<file path="src/logic/dis_pkg.sv">
// package: constants, types and carriers of the door interlock sequencer
`default_nettype none
package dis_pkg;
  // ------------------------------------------------------------------
  // register map (byte addresses)
  // ------------------------------------------------------------------
  localparam int          AXI_AW     = 6;
  localparam logic [5:0]  OFS_CFG    = 6'h00;
  localparam logic [5:0]  OFS_PARAM0 = 6'h04;
  localparam logic [5:0]  OFS_PARAM5 = 6'h18;
  localparam logic [5:0]  OFS_STATUS = 6'h1C;
  localparam logic [5:0]  OFS_REMAIN = 6'h20;
  localparam int          NUM_PARAM  = 6;
  localparam int          PI_ORIENT_N = 0;
  localparam int          PI_DOOR_SH  = 1;
  localparam int          PI_INDEX_N  = 2;
  localparam int          PI_INDEX_D  = 3;
  localparam int          PI_TAP_N    = 4;
  localparam int          PI_CAXIS_N  = 5;
  localparam int          CFG_CLAMP_EN_BIT = 5;
  localparam int          CFG_ROUTE_BIT    = 8;
  localparam int          CFG_TWO_SYS_BIT  = 9;
  localparam int          STS_ALARM_BIT    = 0;
  localparam logic [31:0] CFG_RST    = 32'h0000_0000;
  localparam logic [15:0] CLAMP_RST  = 16'h0000;
  localparam logic [1:0]  RESP_OKAY  = 2'h0;
  localparam logic [1:0]  RESP_SLVERR = 2'h2;
  // ------------------------------------------------------------------
  // timing
  // ------------------------------------------------------------------
  localparam int unsigned CLK_HZ        = 25_000_000;
  localparam int unsigned ALARM_TIME_MS = 3000;
  localparam int unsigned ALARM_CYCLES  = ALARM_TIME_MS * (CLK_HZ / 1000);
  // ------------------------------------------------------------------
  // types
  // ------------------------------------------------------------------
  typedef enum logic [1:0] {
    ST_IDLE  = 2'b00,
    ST_DECEL = 2'b01,
    ST_CUT   = 2'b10,
    ST_OPEN  = 2'b11
  } dis_state_e;
  typedef enum logic [1:0] {
    OP_ORIENT = 2'b00,
    OP_INDEX  = 2'b01,
    OP_TAP    = 2'b10,
    OP_CAXIS  = 2'b11
  } dis_op_e;
  typedef struct packed {
    logic axis_interlock;
    logic decel_stop;
    logic contactor_on;
    logic ready_on;
    logic servo_on;
    logic servo_ready_complete;
    logic dyn_brake;
  } dis_amp_s;
endpackage
`default_nettype wire

</file>
<file path="src/logic/dis_top.sv">
// door interlock sequencer: door-open stop sequence, door flag, speed clamp
//
// Function
// - door request rise: decelerate and interlock all axes
// - all stopped: cut contactors, keep servo ready complete
// - after cut: assert door open enable
// - request fall: ready and servo on again
// - request fall: drop door open enable
// - moving sequence axis: dynamic brake, keep remaining distance
// - door flag reads one while door open
// - mismatch with amp door close 3 s: alarm
// - clamp input limits spindle to alternate clamp
// - per operation normal or door clamp parameter
// - clamp input ignored unless setting bit 5
// - door clamp taken without magnitude compare
// - orient, tap, c-axis return latch clamp at start
// - routing 0 or one system: first input governs
// - door open enable reports door may open
`timescale 1ns/10ps
`default_nettype none
module dis_top import dis_pkg::*; #(
  parameter int unsigned ALARM_CYC = ALARM_CYCLES
) (
  input  wire logic              mclk,
  input  wire logic              rstn,
  input  wire logic [AXI_AW-1:0] s_axi_awaddr,
  input  wire logic              s_axi_awvalid,
  output logic                   s_axi_awready,
  input  wire logic [31:0]       s_axi_wdata,
  input  wire logic [3:0]        s_axi_wstrb,
  input  wire logic              s_axi_wvalid,
  output logic                   s_axi_wready,
  output logic [1:0]             s_axi_bresp,
  output logic                   s_axi_bvalid,
  input  wire logic              s_axi_bready,
  input  wire logic [AXI_AW-1:0] s_axi_araddr,
  input  wire logic              s_axi_arvalid,
  output logic                   s_axi_arready,
  output logic [31:0]            s_axi_rdata,
  output logic [1:0]             s_axi_rresp,
  output logic                   s_axi_rvalid,
  input  wire logic              s_axi_rready,
  input  wire logic              door_open_req,
  input  wire logic [1:0]        clamp_req,
  input  wire logic              all_axes_stopped,
  input  wire logic              plc_axis_moving,
  input  wire logic              amp_door_close,
  input  wire logic              op_active,
  input  wire logic [1:0]        op_kind,
  input  wire logic [15:0]       plc_axis_remain,
  output dis_amp_s               amp_q,
  output logic                   door_open_enable_q,
  output logic                   door_state_flag_q,
  output logic                   alarm_5d_q,
  output logic [15:0]            clamp_ch1_q,
  output logic [15:0]            clamp_ch2_q
);
  if (ALARM_CYC < 1) begin : g_chk
    $error("ALARM_CYC must be at least one");
  end

  // ------------------------------------------------------------------
  // input sampling
  // ------------------------------------------------------------------
  logic [5:0]  raw;
  logic [5:0]  sync1_q;
  logic [5:0]  sync2_q;
  logic [5:0]  prev_q;
  logic        door_s, door_p, stop_s, moving_s, close_s;
  logic [1:0]  clamp_s;
  assign raw = {amp_door_close, plc_axis_moving, all_axes_stopped, clamp_req, door_open_req};
  always_ff @(posedge mclk or negedge rstn) begin
    if (!rstn) begin
      sync1_q <= 6'h00;
      sync2_q <= 6'h00;
      prev_q  <= 6'h00;
    end else begin
      sync1_q <= raw;
      sync2_q <= sync1_q;
      prev_q  <= sync2_q;
    end
  end
  assign door_s   = sync2_q[0];
  assign door_p   = prev_q[0];
  assign clamp_s  = sync2_q[2:1];
  assign stop_s   = sync2_q[3];
  assign moving_s = sync2_q[4];
  assign close_s  = sync2_q[5];

  // ------------------------------------------------------------------
  // door open sequence
  // ------------------------------------------------------------------
  dis_state_e state_q, state_d;
  logic       door_rise;
  assign door_rise = door_s && !door_p;
  always_comb begin
    state_d = state_q;
    unique case (state_q)
      ST_IDLE:  if (door_rise) state_d = ST_DECEL;
      ST_DECEL: if (stop_s) state_d = ST_CUT;
      ST_CUT:   state_d = ST_OPEN;
      ST_OPEN:  state_d = ST_OPEN;
    endcase
    if (!door_s) state_d = ST_IDLE;
  end
  always_ff @(posedge mclk or negedge rstn) begin
    if (!rstn) begin
      state_q            <= ST_IDLE;
      amp_q              <= '0;
      door_open_enable_q <= 1'b0;
      door_state_flag_q  <= 1'b0;
    end else begin
      state_q                   <= state_d;
      amp_q.axis_interlock      <= state_d != ST_IDLE;
      amp_q.decel_stop          <= state_d != ST_IDLE;
      amp_q.contactor_on        <= state_d inside {ST_IDLE, ST_DECEL};
      amp_q.ready_on            <= state_d inside {ST_IDLE, ST_DECEL};
      amp_q.servo_on            <= state_d inside {ST_IDLE, ST_DECEL};
      amp_q.servo_ready_complete <= 1'b1;
      // a sequence axis moving at the request rise brakes at once, before the cut, until the request falls
      amp_q.dyn_brake           <= door_s && (amp_q.dyn_brake || (door_rise && moving_s));
      door_open_enable_q        <= state_d == ST_OPEN;
      door_state_flag_q         <= state_d == ST_OPEN;
    end
  end

  // ------------------------------------------------------------------
  // remaining distance and door mismatch alarm
  // ------------------------------------------------------------------
  logic [15:0] remain_q;
  logic [31:0] mis_cnt_q;
  logic        mis_full;
  logic        alarm_clr;
  assign mis_full = mis_cnt_q >= ALARM_CYC - 1;
  always_ff @(posedge mclk or negedge rstn) begin
    if (!rstn) remain_q <= 16'h0000;
    else if (door_rise && moving_s) remain_q <= plc_axis_remain;
  end
  always_ff @(posedge mclk or negedge rstn) begin
    if (!rstn) begin
      mis_cnt_q  <= 32'h0000_0000;
      alarm_5d_q <= 1'b0;
    end else begin
      // compatible when flag (open) and close input differ
      if (door_state_flag_q != close_s) mis_cnt_q <= 32'h0000_0000;
      else if (!mis_full) mis_cnt_q <= mis_cnt_q + 32'h0000_0001;
      if (door_state_flag_q == close_s && mis_full) alarm_5d_q <= 1'b1;
      else if (alarm_clr) alarm_5d_q <= 1'b0;
    end
  end

  // ------------------------------------------------------------------
  // register file over AXI4-Lite
  // ------------------------------------------------------------------
  logic [31:0]       cfg_q;
  logic [15:0]       param_q [NUM_PARAM];
  logic [AXI_AW-1:0] awaddr_q;
  logic [31:0]       wdata_q;
  logic [3:0]        wstrb_q;
  logic              aw_full_q, w_full_q, do_wr;
  logic [31:0]       rd_d;
  logic              rd_ok;
  function automatic logic [31:0] merge(input logic [31:0] o, input logic [31:0] d, input logic [3:0] s);
    for (int i = 0; i < 4; i++) begin
      if (s[i]) o[8*i +: 8] = d[8*i +: 8];
    end
    return o;
  endfunction
  function automatic logic addr_ok(input logic [AXI_AW-1:0] a);
    return a[1:0] == 2'b00 && a <= OFS_REMAIN;
  endfunction
  assign do_wr         = aw_full_q && w_full_q && !s_axi_bvalid;
  assign alarm_clr     = do_wr && awaddr_q == OFS_STATUS && wstrb_q[0] && wdata_q[STS_ALARM_BIT];
  always_ff @(posedge mclk or negedge rstn) begin
    if (!rstn) begin
      aw_full_q    <= 1'b0;
      w_full_q     <= 1'b0;
      awaddr_q     <= '0;
      wdata_q      <= 32'h0000_0000;
      wstrb_q      <= 4'h0;
      s_axi_bvalid <= 1'b0;
      s_axi_bresp  <= RESP_OKAY;
      s_axi_awready <= 1'b1;
      s_axi_wready  <= 1'b1;
    end else begin
      // ready kept in a flop, always the inverse of the holding flag
      if (s_axi_awvalid && s_axi_awready) begin
        aw_full_q     <= 1'b1;
        awaddr_q      <= s_axi_awaddr;
        s_axi_awready <= 1'b0;
      end
      if (s_axi_wvalid && s_axi_wready) begin
        w_full_q     <= 1'b1;
        wdata_q      <= s_axi_wdata;
        wstrb_q      <= s_axi_wstrb;
        s_axi_wready <= 1'b0;
      end
      if (do_wr) begin
        aw_full_q    <= 1'b0;
        w_full_q     <= 1'b0;
        s_axi_awready <= 1'b1;
        s_axi_wready  <= 1'b1;
        s_axi_bvalid <= 1'b1;
        s_axi_bresp  <= addr_ok(awaddr_q) ? RESP_OKAY : RESP_SLVERR;
      end else if (s_axi_bready) begin
        s_axi_bvalid <= 1'b0;
      end
    end
  end
  always_ff @(posedge mclk or negedge rstn) begin
    if (!rstn) begin
      cfg_q <= CFG_RST;
      for (int i = 0; i < NUM_PARAM; i++) param_q[i] <= CLAMP_RST;
    end else if (do_wr) begin
      if (awaddr_q == OFS_CFG) cfg_q <= merge(cfg_q, wdata_q, wstrb_q);
      for (int i = 0; i < NUM_PARAM; i++) begin
        if (awaddr_q == OFS_PARAM0 + 6'(4 * i))
          param_q[i] <= 16'(merge({16'h0000, param_q[i]}, wdata_q, wstrb_q));
      end
    end
  end
  always_comb begin
    rd_d  = 32'h0000_0000;
    rd_ok = addr_ok(s_axi_araddr);
    if (s_axi_araddr == OFS_CFG) rd_d = cfg_q;
    else if (s_axi_araddr == OFS_STATUS)
      rd_d = {22'h000000, state_q, door_open_enable_q, door_state_flag_q, close_s, stop_s,
              clamp_s, door_s, alarm_5d_q};
    else if (s_axi_araddr == OFS_REMAIN) rd_d = {16'h0000, remain_q};
    else if (s_axi_araddr >= OFS_PARAM0 && s_axi_araddr <= OFS_PARAM5)
      rd_d = {16'h0000, param_q[3'(6'(s_axi_araddr - OFS_PARAM0) >> 2)]};
  end
  always_ff @(posedge mclk or negedge rstn) begin
    if (!rstn) begin
      s_axi_rvalid  <= 1'b0;
      s_axi_rdata   <= 32'h0000_0000;
      s_axi_rresp   <= RESP_OKAY;
      s_axi_arready <= 1'b1;
    end else if (s_axi_arvalid && s_axi_arready) begin
      s_axi_rvalid  <= 1'b1;
      s_axi_rdata   <= rd_ok ? rd_d : 32'h0000_0000;
      s_axi_rresp   <= rd_ok ? RESP_OKAY : RESP_SLVERR;
      s_axi_arready <= 1'b0;
    end else if (s_axi_rready) begin
      s_axi_rvalid  <= 1'b0;
      s_axi_arready <= 1'b1;
    end
  end

  // ------------------------------------------------------------------
  // door interlock speed clamp
  // ------------------------------------------------------------------
  logic [1:0] eff;
  logic [1:0] lat_q;
  logic [1:0] use_door;
  logic       op_p_q, en, split;
  assign en    = cfg_q[CFG_CLAMP_EN_BIT];
  assign split = cfg_q[CFG_ROUTE_BIT] && cfg_q[CFG_TWO_SYS_BIT];
  assign eff[0] = en && clamp_s[0];
  assign eff[1] = en && (split ? clamp_s[1] : clamp_s[0]);
  // indexing follows the live input; others hold the value at start
  assign use_door = (dis_op_e'(op_kind) == OP_INDEX) ? eff : lat_q;
  function automatic logic [15:0] pick(input logic [1:0] k, input logic d,
                                       input logic [15:0] p [NUM_PARAM]);
    // no magnitude compare: the door value wins while selected
    unique case (dis_op_e'(k))
      OP_ORIENT: return d ? p[PI_DOOR_SH] : p[PI_ORIENT_N];
      OP_INDEX:  return d ? p[PI_INDEX_D] : p[PI_INDEX_N];
      OP_TAP:    return d ? p[PI_DOOR_SH] : p[PI_TAP_N];
      OP_CAXIS:  return d ? p[PI_DOOR_SH] : p[PI_CAXIS_N];
    endcase
  endfunction
  always_ff @(posedge mclk or negedge rstn) begin
    if (!rstn) begin
      op_p_q      <= 1'b0;
      lat_q       <= 2'b00;
      clamp_ch1_q <= CLAMP_RST;
      clamp_ch2_q <= CLAMP_RST;
    end else begin
      op_p_q <= op_active;
      if (op_active && !op_p_q) lat_q <= eff;
      if (op_active && !op_p_q) begin
        clamp_ch1_q <= pick(op_kind, eff[0], param_q);
        clamp_ch2_q <= pick(op_kind, eff[1], param_q);
      end else begin
        clamp_ch1_q <= pick(op_kind, use_door[0], param_q);
        clamp_ch2_q <= pick(op_kind, use_door[1], param_q);
      end
    end
  end
endmodule // dis_top
`default_nettype wire

</file>
<file path="config.mk">
export PLATFORM = sky130hd
export DESIGN_NAME = dis_top
export DESIGN_NICKNAME = d
export VERILOG_FILES = /design/src/logic/dis_pkg.sv /design/src/logic/dis_top.sv
export SDC_FILE = /design/constraint.sdc
export NUM_CORES = 1
export LEC_CHECK = 0
export ABC_AREA = 0
export BUFFER_PORTS_ARGS = -buffer_cell sky130_fd_sc_hd__buf_2
export CAP_MARGIN = 5
export CELL_PAD_IN_SITES_DETAIL_PLACEMENT = 1
export CELL_PAD_IN_SITES_GLOBAL_PLACEMENT = 2
export CORE_MARGIN = 2
export CORE_UTILIZATION = 39
export CTS_CLUSTER_DIAMETER = 80
export DETAILED_ROUTE_END_ITERATION = 6
export GPL_TIMING_DRIVEN = 0
export PLACE_DENSITY_LB_ADDON = 0.1
export SYNTH_ARGS = -nofsm -noshare
export SYNTH_HDL_FRONTEND = slang
export SYNTH_SLANG_ARGS = --single-unit
</file>
<file path="constraint.sdc">
create_clock -name mclk -period 2.7 [get_ports mclk]
set_input_delay 0.405 -clock mclk [delete_from_list [all_inputs] [get_ports mclk]]
set_output_delay 0.405 -clock mclk [all_outputs]
set_load 0.02 [all_outputs]
</file>
==> insert_results.sql, run 1 <==
INSERT INTO impl_metrics (metric_group, metric, value, unit) VALUES
('synth', 'synth_area_in_adders', '0.00410', ''),
('cells_and_area', 'num_antenna_cells', '0', ''),
('status', 'result_of_the_run', 'completed', ''),
('timing', 'finalClockSkew', '0.0166', 'ns'),
('global_route', 'number_of_global_route_vias_before_repair', '12600', ''),
('global_route', 'total_routing_resource_utilization_after_global_routing', '0.245', ''),
('synth', 'ys.flop_type', 'sky130_fd_sc_hd__dfrtp_1', ''),
('routing', 'ant_nets', '0', ''),
('global_route', 'grt_pass1_wl', '76500', 'um'),
('setup_path', 'critPathRequiredTime', '3.14', 'ns'),
('timing', 'layout_worst_path_cycle_share', '0.961', ''),
('run', 'max_cap_viol_count', '0', ''),
('synth', 'synthArstFlopShare', '1.00', ''),
('placed_design', 'io_buffer_count', '158', ''),
('cells_and_area', 'post-route-cell-area', '18300', 'um2'),
('timing', 'post-route-min-period', '2.60', 'ns'),
('synth', 'synth-warning-count', '0', ''),
('synth', 'synth_enable_flop_cells', '0', ''),
('routing', 'viasPerCell', '5.63', ''),
('cts', 'clkLatencyLatePin', '0.55', 'ns'),
('synth', 'synth_top_family_by_area', 'multiplexers', ''),
('power_and_ir_drop', 'share_seq_of_total_power', '0.456', ''),
('synth', 'ys_seq_elements', '315', ''),
('cts', 'worst_setup_hold_path_clk_slew', '0.06', 'ns'),
('power_and_ir_drop', 'power_leakage', '0.00830', 'uW'),
('cts', 'max_clock_buf_depth', '3', ''),
('timing', 'hold_viol_final', '0', ''),
('floorplanning', 'ioPinCount', '163', ''),
('synth', 'syn_area_per_cell', '11.2', 'um2'),
('floorplanning', 'vertical_extent_of_the_die', '202', 'um'),
('power_and_ir_drop', 'cellInternalPower', '10700', 'uW'),
('setup_path', 'worst-setup-path-type', 'flip-flop to flip-flop', ''),
('cells_and_area', 'syn_to_layout_area_delta', '19.6', '%'),
('placed_design', 'dp.final_hpwl', '36900', 'um'),
('setup_path', 'worstPathArrival', '3.03', 'ns'),
('timing', 'worstMarginPinSlew', '0.805', 'ns'),
('setup_path', 'timing.critical_path.from_type', 'flip-flop', ''),
('setup_path', 'timing.critical_path.to_type', 'flip-flop', ''),
('min_path', 'hold_path_class', 'primary input to flip-flop', ''),
('cells_and_area', 'layout-drive-gt1-share', '0.304', ''),
('floorplanning', 'die_area', '40700', 'um2'),
('routing', 'drt-pass1-iter-count', '4', ''),
('cts', 'htreeDepth', '2', ''),
('synth', 'synthesis.instances', '1361', ''),
('cts', 'cts_tree', 'yes', ''),
('power_and_ir_drop', 'clock_share_of_power', '0.330', ''),
('floorplanning', 'die_w', '202', 'um'),
('cells_and_area', 'finish.net_count', '1658', ''),
('synth', 'netlist-cell-type-count', '58', ''),
('floorplanning', 'placement_rows', '72', ''),
('power_and_ir_drop', 'combPwrFrac', '0.214', ''),
('global_route', 'grt_start_max_net_pins', '121', ''),
('timing', 'max_freq', '385', 'MHz'),
('power_and_ir_drop', 'netSwitchingPower', '5060', 'uW'),
('floorplanning', 'effective_utilization_at_floorplan', '0.395', ''),
('routing', 'postRouteWirelength', '49500', 'um'),
('global_route', 'globalRoute.totalOverflow', '0', ''),
('power_and_ir_drop', 'totalPowerFinal', '15700', 'uW'),
('power_and_ir_drop', 'irDropWorstVdd', '0.000546', 'V'),
('synth', 'post_synth_xor_area_fraction', '0.00287', ''),
('cells_and_area', 'most_common_cell_after_layout_fill_and_taps_aside', 'sky130_fd_sc_hd__dfrtp_1', ''),
('synth', 'area_fraction_in_compound_gates_after_synthesis', '0.131', ''),
('power_and_ir_drop', 'power_per_cell_area', '862', 'nW/um2'),
('floorplanning', 'core_outline_area', '38600', 'um2'),
('setup_path', 'critical_path_peak_fanout', '10', ''),
('placed_design', 'gpl.final_weighted_congestion', '0.876', ''),
('cts', 'tritoncts.num_buffers', '37', ''),
('synth', 'yosysSeqAreaShare', '0.517', ''),
('synth', 'mappedNetlistArea', '15300', 'um2'),
('routing', 'vias', '11900', ''),
('placed_design', 'placedInstanceArea', '16800', 'um2');
-- cell type report --
class	instances	area [um2]
tap	518	648
multi-input combinational	941	7000
clock buffer	55	1090
timing repair buffer	175	1010
fill	4179	20400
inverter	16	60.1
buffer	87	389
clock inverter	11	173
sequential	315	7890
-- path summary, 6_finish.rpt --
check	startpoint	to	slack, ns	cells after the start
max reg2reg	cfg_q[9]$_DFFE_PN0P_	clamp_ch2_q[7]$_DFF_PN0_	0.10	7
max	cfg_q[9]$_DFFE_PN0P_	clamp_ch2_q[7]$_DFF_PN0_	0.10	7
min	s_axi_arvalid	s_axi_arready$_DFFE_PN1P_	0.03	2
min reg2reg	sync1_q[1]$_DFF_PN0_	sync2_q[1]$_DFF_PN0_	0.34	0
max in group asynchronous	rstn	awaddr_q[0]$_DFFE_PN0P_	0.97	4
min in group asynchronous	rstn	clamp_ch2_q[3]$_DFF_PN0_	0.33	2
-- power by group through the flow --
stage                     clock network [uW]  logic [uW]  registers (uW)
final                                   5190        3370            7170
after global routing                    5540        3690            7350
after CTS                               5350        3390            7180
after detailed placement                   0        3340            7240
after global placement                     0        3230            7190
after floorplan                            0        2180            6850
-- worst max-delay path: stages (launching register included) --
cell and delay (ns):
sky130_fd_sc_hd__dfrtp_1 0.44, sky130_fd_sc_hd__and3_1 0.23, sky130_fd_sc_hd__o21ai_4 0.39, sky130_fd_sc_hd__nor2_1 0.09
sky130_fd_sc_hd__a21oi_1 0.50, sky130_fd_sc_hd__clkbuf_2 0.38, sky130_fd_sc_hd__o221ai_1 0.15, sky130_fd_sc_hd__a22oi_1 0.30
-- registers in the layout, indices dropped and copies added (netlist names), 2 cells and up --
register / count
s_axi_rdata: 32
cfg_q: 32
wdata_q: 32
param_q: 96
amp_q: 4
clamp_ch2_q: 16
mis_cnt_q: 32
clamp_ch1_q: 16
sync1_q: 6
sync2_q: 6
state_q: 2
remain_q: 16
awaddr_q: 6
lat_q: 2
wstrb_q: 4
-- cell families (layout without fill, tap and decap cells) --
logic type	Yosys count	in the layout
other cells	2	3
flops	315	315
xor+xnor	5	5
compound gates	317	317
buf+inv	106	344
simple gates	326	326
mux	285	285
fa+ha+maj	5	5
-- Yosys cell counts, drive strengths merged, types with 15 or more instances --
master  count  area [um2]
nor3       15        80.1
a22oi      30         225
inv        16        60.1
o31ai      18         135
mux2i      61         611
buf        25         139
o21ai      68         340
nor2       30         113
nand3      27         135
clkbuf     65         244
o221ai     38         333
dfrtp     312        7810
mux2      208        2340
a31oi      31         194
nand2     174         653
a21oi     102         514
and2       16         100
mux4       16         360
-- metrics by stage --
| step | TNS [ns] | cells | utilization | setup WS (ns) | hold WS, ns |
|---|---|---|---|---|---|
| global route | -0.0190 | 2118 | 0.472 | -0.0190 | 0.0254 |
| finish | 0 | 2118 | 0.472 | 0.104 | 0.0317 |
| floorplan | 0 | 1362 | - | 0.0657 | 0.109 |
| global placement | -1563.89 | 2038 | 0.432 | -4.95 | 0.332 |
| CTS | 0 | 2113 | 0.471 | 0.0132 | 0.00749 |
| detailed placement | -25.32 | 2041 | 0.435 | -1.40 | 0.303 |
-- timing repair --
action / CTS / global route
hold buffers: 8 / 0
endpoints found under the hold margin: 43 / 0
resized for setup: 14 / 10
endpoints found under the setup margin: 40 / 66
pin swaps: 0 / 3
gates cloned: 0 / 0
setup buffers: 0 / 6
-- routing by layer --
| metal | routed length [um] | share of wire | up-vias | global-route usage |
|---|---|---|---|---|
| li1 | - | - | 5450 | - |
| met1 | 22000 | 0.44 | 6232 | 0.326 |
| met2 | 25200 | 0.51 | 198 | 0.423 |
| met3 | 1400 | 0.028 | 47 | 0.0290 |
| met4 | 944 | 0.019 | 0 | 0.0667 |
| met5 | 0 | 0 | - | 0 |
Power figures use the tool's default switching activity.
==> run 2: changes to the inputs <==
--- a/config.mk
+++ b/config.mk
@@ -16,6 +16,7 @@
 export DETAILED_ROUTE_END_ITERATION = 6
 export GPL_TIMING_DRIVEN = 0
 export PLACE_DENSITY_LB_ADDON = 0.1
+export REMOVE_ABC_BUFFERS = 1
 export SYNTH_ARGS = -nofsm -noshare
 export SYNTH_HDL_FRONTEND = slang
 export SYNTH_SLANG_ARGS = --single-unit
==> insert_results.sql, run 2 (synthesis results as in run 1) <==
INSERT INTO impl_metrics (metric_group, metric, value, unit) VALUES
('cells_and_area', 'top_register', 'param_q', ''),
('setup_path', 'reg2reg_depth', '8', ''),
('timing', 'hold_viol_final', '0', ''),
('setup_path', 'critical_path_peak_fanout', '12', ''),
('floorplanning', 'vertical_extent_of_the_die', '202', 'um'),
('timing', 'max-slew-margin-rel', '0.281', ''),
('cts', 'worst_setup_hold_path_clk_slew', '0.06', 'ns'),
('routing', 'detail_route.iter0.violations', '587', ''),
('routing', 'drt-pass1-iter-count', '5', ''),
('placed_design', 'gpl.final_weighted_congestion', '0.781', ''),
('power_and_ir_drop', 'irDropWorstVdd', '0.000426', 'V'),
('cells_and_area', 'most_common_cell_after_layout_fill_and_taps_aside', 'sky130_fd_sc_hd__dfrtp_1', ''),
('power_and_ir_drop', 'power_per_cell_area', '855', 'nW/um2'),
('setup_path', 'r2r-start', 'sync2_q[1]$_DFF_PN0_', ''),
('timing', 'finalSetupViolCount', '0', ''),
('timing', 'maxSlewViolCount', '0', ''),
('timing', 'timing.setup.tns', '0', 'ns'),
('floorplanning', 'core_outline_area', '38600', 'um2'),
('setup_path', 'worst-setup-path-type', 'flip-flop to flip-flop', ''),
('timing', 'hold_ws', '0.0260', 'ns'),
('setup_path', 'worst_path_max_delay_cell', 'sky130_fd_sc_hd__dfrtp_1', ''),
('setup_path', 'timing.critical_path.to_type', 'flip-flop', ''),
('cts', 'tritoncts.num_buffers', '39', ''),
('global_route', 'globalRoute.totalOverflow', '0', ''),
('min_path', 'hold_path_end', 's_axi_bvalid$_DFFE_PN0P_', ''),
('cells_and_area', 'largest_register_ff_count', '96', ''),
('floorplanning', 'effective_utilization_at_floorplan', '0.395', ''),
('cells_and_area', 'n_fill_cell', '4131', ''),
('setup_path', 'crit-reg2reg-capture', 'clamp_ch2_q[14]$_DFF_PN0_', ''),
('setup_path', 'r2r_slack', '0.12', 'ns'),
('global_route', 'grt_antenna_before_repair', '4', ''),
('cells_and_area', 'layout-drive-gt1-share', '0.322', ''),
('cells_and_area', 'multi_input_area', '7080', 'um2'),
('power_and_ir_drop', 'clock_share_of_power', '0.328', ''),
('placed_design', 'dp.final_hpwl', '31500', 'um'),
('cts', 'cts.sinks', '315', ''),
('timing', 'max_freq', '388', 'MHz'),
('placed_design', 'io_buffer_count', '160', ''),
('cells_and_area', 'finish.net_count', '1591', ''),
('timing', 'worstMarginPinSlew', '1.08', 'ns'),
('power_and_ir_drop', 'cellInternalPower', '10600', 'uW'),
('cells_and_area', 'syn_to_layout_area_delta', '19.9', '%'),
('cts', 'cts_tree', 'yes', ''),
('setup_path', 'worstPathArrival', '3.01', 'ns'),
('routing', 'wl_per_cell', '23.5', 'um'),
('timing', 'rsz_0062_raised_after_global_routing', 'no', ''),
('routing', 'remaining_drc_errors', '0', ''),
('global_route', 'grt_start_max_net_pins', '119', ''),
('cts', 'htreeDepth', '2', ''),
('cells_and_area', 'regArea', '7890', 'um2'),
('power_and_ir_drop', 'share_seq_of_total_power', '0.457', ''),
('routing', 'vias', '11700', ''),
('floorplanning', 'die_area', '40700', 'um2'),
('routing', 'ant_nets', '0', ''),
('power_and_ir_drop', 'combPwrFrac', '0.215', ''),
('global_route', 'total_routing_resource_utilization_after_global_routing', '0.239', ''),
('run', 'max_cap_viol_count', '0', ''),
('power_and_ir_drop', 'swShare', '0.323', ''),
('power_and_ir_drop', 'totalPowerFinal', '15600', 'uW'),
('floorplanning', 'ioPinCount', '163', ''),
('cells_and_area', 'mostFrequentLayoutCells', 'sky130_fd_sc_hd__dfrtp_1, sky130_fd_sc_hd__mux2_2, sky130_fd_sc_hd__nand2_1', ''),
('routing', 'postRouteWirelength', '48000', 'um'),
('cts', 'clkLatencyLatePin', '0.56', 'ns'),
('cells_and_area', 'num_antenna_cells', '0', ''),
('global_route', 'number_of_global_route_vias_before_repair', '12400', ''),
('setup_path', 'critPathRequiredTime', '3.13', 'ns'),
('power_and_ir_drop', 'power_leakage', '0.00828', 'uW'),
('global_route', 'grt_pass1_wl', '74700', 'um'),
('floorplanning', 'placement_rows', '72', ''),
('timing', 'finalClockSkew', '0.0121', 'ns'),
('cts', 'cts_root_buffer', 'sky130_fd_sc_hd__clkbuf_16', ''),
('routing', 'viasPerCell', '5.70', ''),
('setup_path', 'timing.critical_path.from_type', 'flip-flop', ''),
('setup_path', 'crit_chain', 'a21boi_1 -> o21ai_4 -> buf_8 -> nor2_1 -> a21oi_2 -> buf_16 -> o221ai_1 -> a22oi_1', ''),
('setup_path', 'worst_path_largest_cell_delay', '0.48', 'ns'),
('min_path', 'hold_path.startpoint', 's_axi_bready', ''),
('floorplanning', 'die_w', '202', 'um'),
('timing', 'post-route-min-period', '2.58', 'ns'),
('power_and_ir_drop', 'netSwitchingPower', '5050', 'uW'),
('min_path', 'hold_path_class', 'primary input to flip-flop', ''),
('status', 'result_of_the_run', 'completed', ''),
('min_path', 'min_path_cells', '2', ''),
('cts', 'max_clock_buf_depth', '3', ''),
('timing', 'layout_worst_path_cycle_share', '0.956', '');
run 2: worst max-delay path by stage:
stage / slack [ns] / startpoint / end
2_1_floorplan: -0.54 / s_axi_araddr[2] / s_axi_rdata[6]$_DFFE_PN0P_
3_3_place_gp: -5.05 / rstn / cfg_q[25]$_DFFE_PN0P_
3_5_place_dp: -1.50 / s_axi_araddr[2] / s_axi_rdata[6]$_DFFE_PN0P_
4_1_cts: 0.01 / s_axi_bvalid$_DFFE_PN0P_ / param_q[61]$_DFFE_PN0P_
5_1_grt: 0.03 / mis_cnt_q[27]$_DFFE_PN0P_ / mis_cnt_q[14]$_DFFE_PN0P_
6_report: 0.12 / sync2_q[1]$_DFF_PN0_ / clamp_ch2_q[14]$_DFF_PN0_
run 2: stage by stage:
stage               instance area (um2)  worst slack, ns  instances  utilization
floorplan                         14900           -0.540       1272            -
global placement                  16300            -5.05       1950        0.423
detailed placement                16800            -1.50       1968        0.435
CTS                               18200           0.0123       2045        0.472
global route                      18300           0.0280       2047        0.473
finish                            18300            0.120       2047        0.473
run 2: metal layers:
| layer | track usage | part of all wire | vias up |
|---|---|---|---|
| met4 | 0.0893 | 0.034 | 8 |
| met1 | 0.318 | 0.45 | 6020 |
| met3 | 0.0466 | 0.043 | 100 |
| met5 | 0 | 0.0012 | - |
| li1 | - | - | 5306 |
| met2 | 0.388 | 0.48 | 229 |
run 2: repair_timing:
action                                  CTS  global route
hold buffers                             10             0
endpoints found under the setup margin   50           124
hold endpoints to repair                 91             0
pin swaps                                 1             2
gates resized for setup                   8            10
buffers inserted                          3             2
run 2: area by class of cell:
| type | count | area share |
|---|---|---|
| clock buffer | 56 | 0.0651 |
| clock inverter | 8 | 0.00349 |
| inverter | 16 | 0.00349 |
| multi-input combinational | 941 | 0.387 |
| sequential | 315 | 0.431 |
| tap | 518 | 0.0354 |
| timing repair buffer | 193 | 0.0743 |
run 2: worst max-delay path: cells and delay by family (launching register included):
kind | cells | cell delay [ns]
AND/OR/NAND/NOR | 1 | 0.07
flip-flops | 1 | 0.48
buffers and inverters | 2 | 0.46
AO/OA/AOI/OAI | 5 | 1.43
run 2: power by group through the flow:
stage	clock network [uW]	logic [uW]	registers, uW
final	5120	3370	7150
after global routing	5450	3670	7330
after CTS	5270	3400	7120
after global placement	0	3130	7130
after detailed placement	0	3360	7190
after floorplan	0	2040	6900
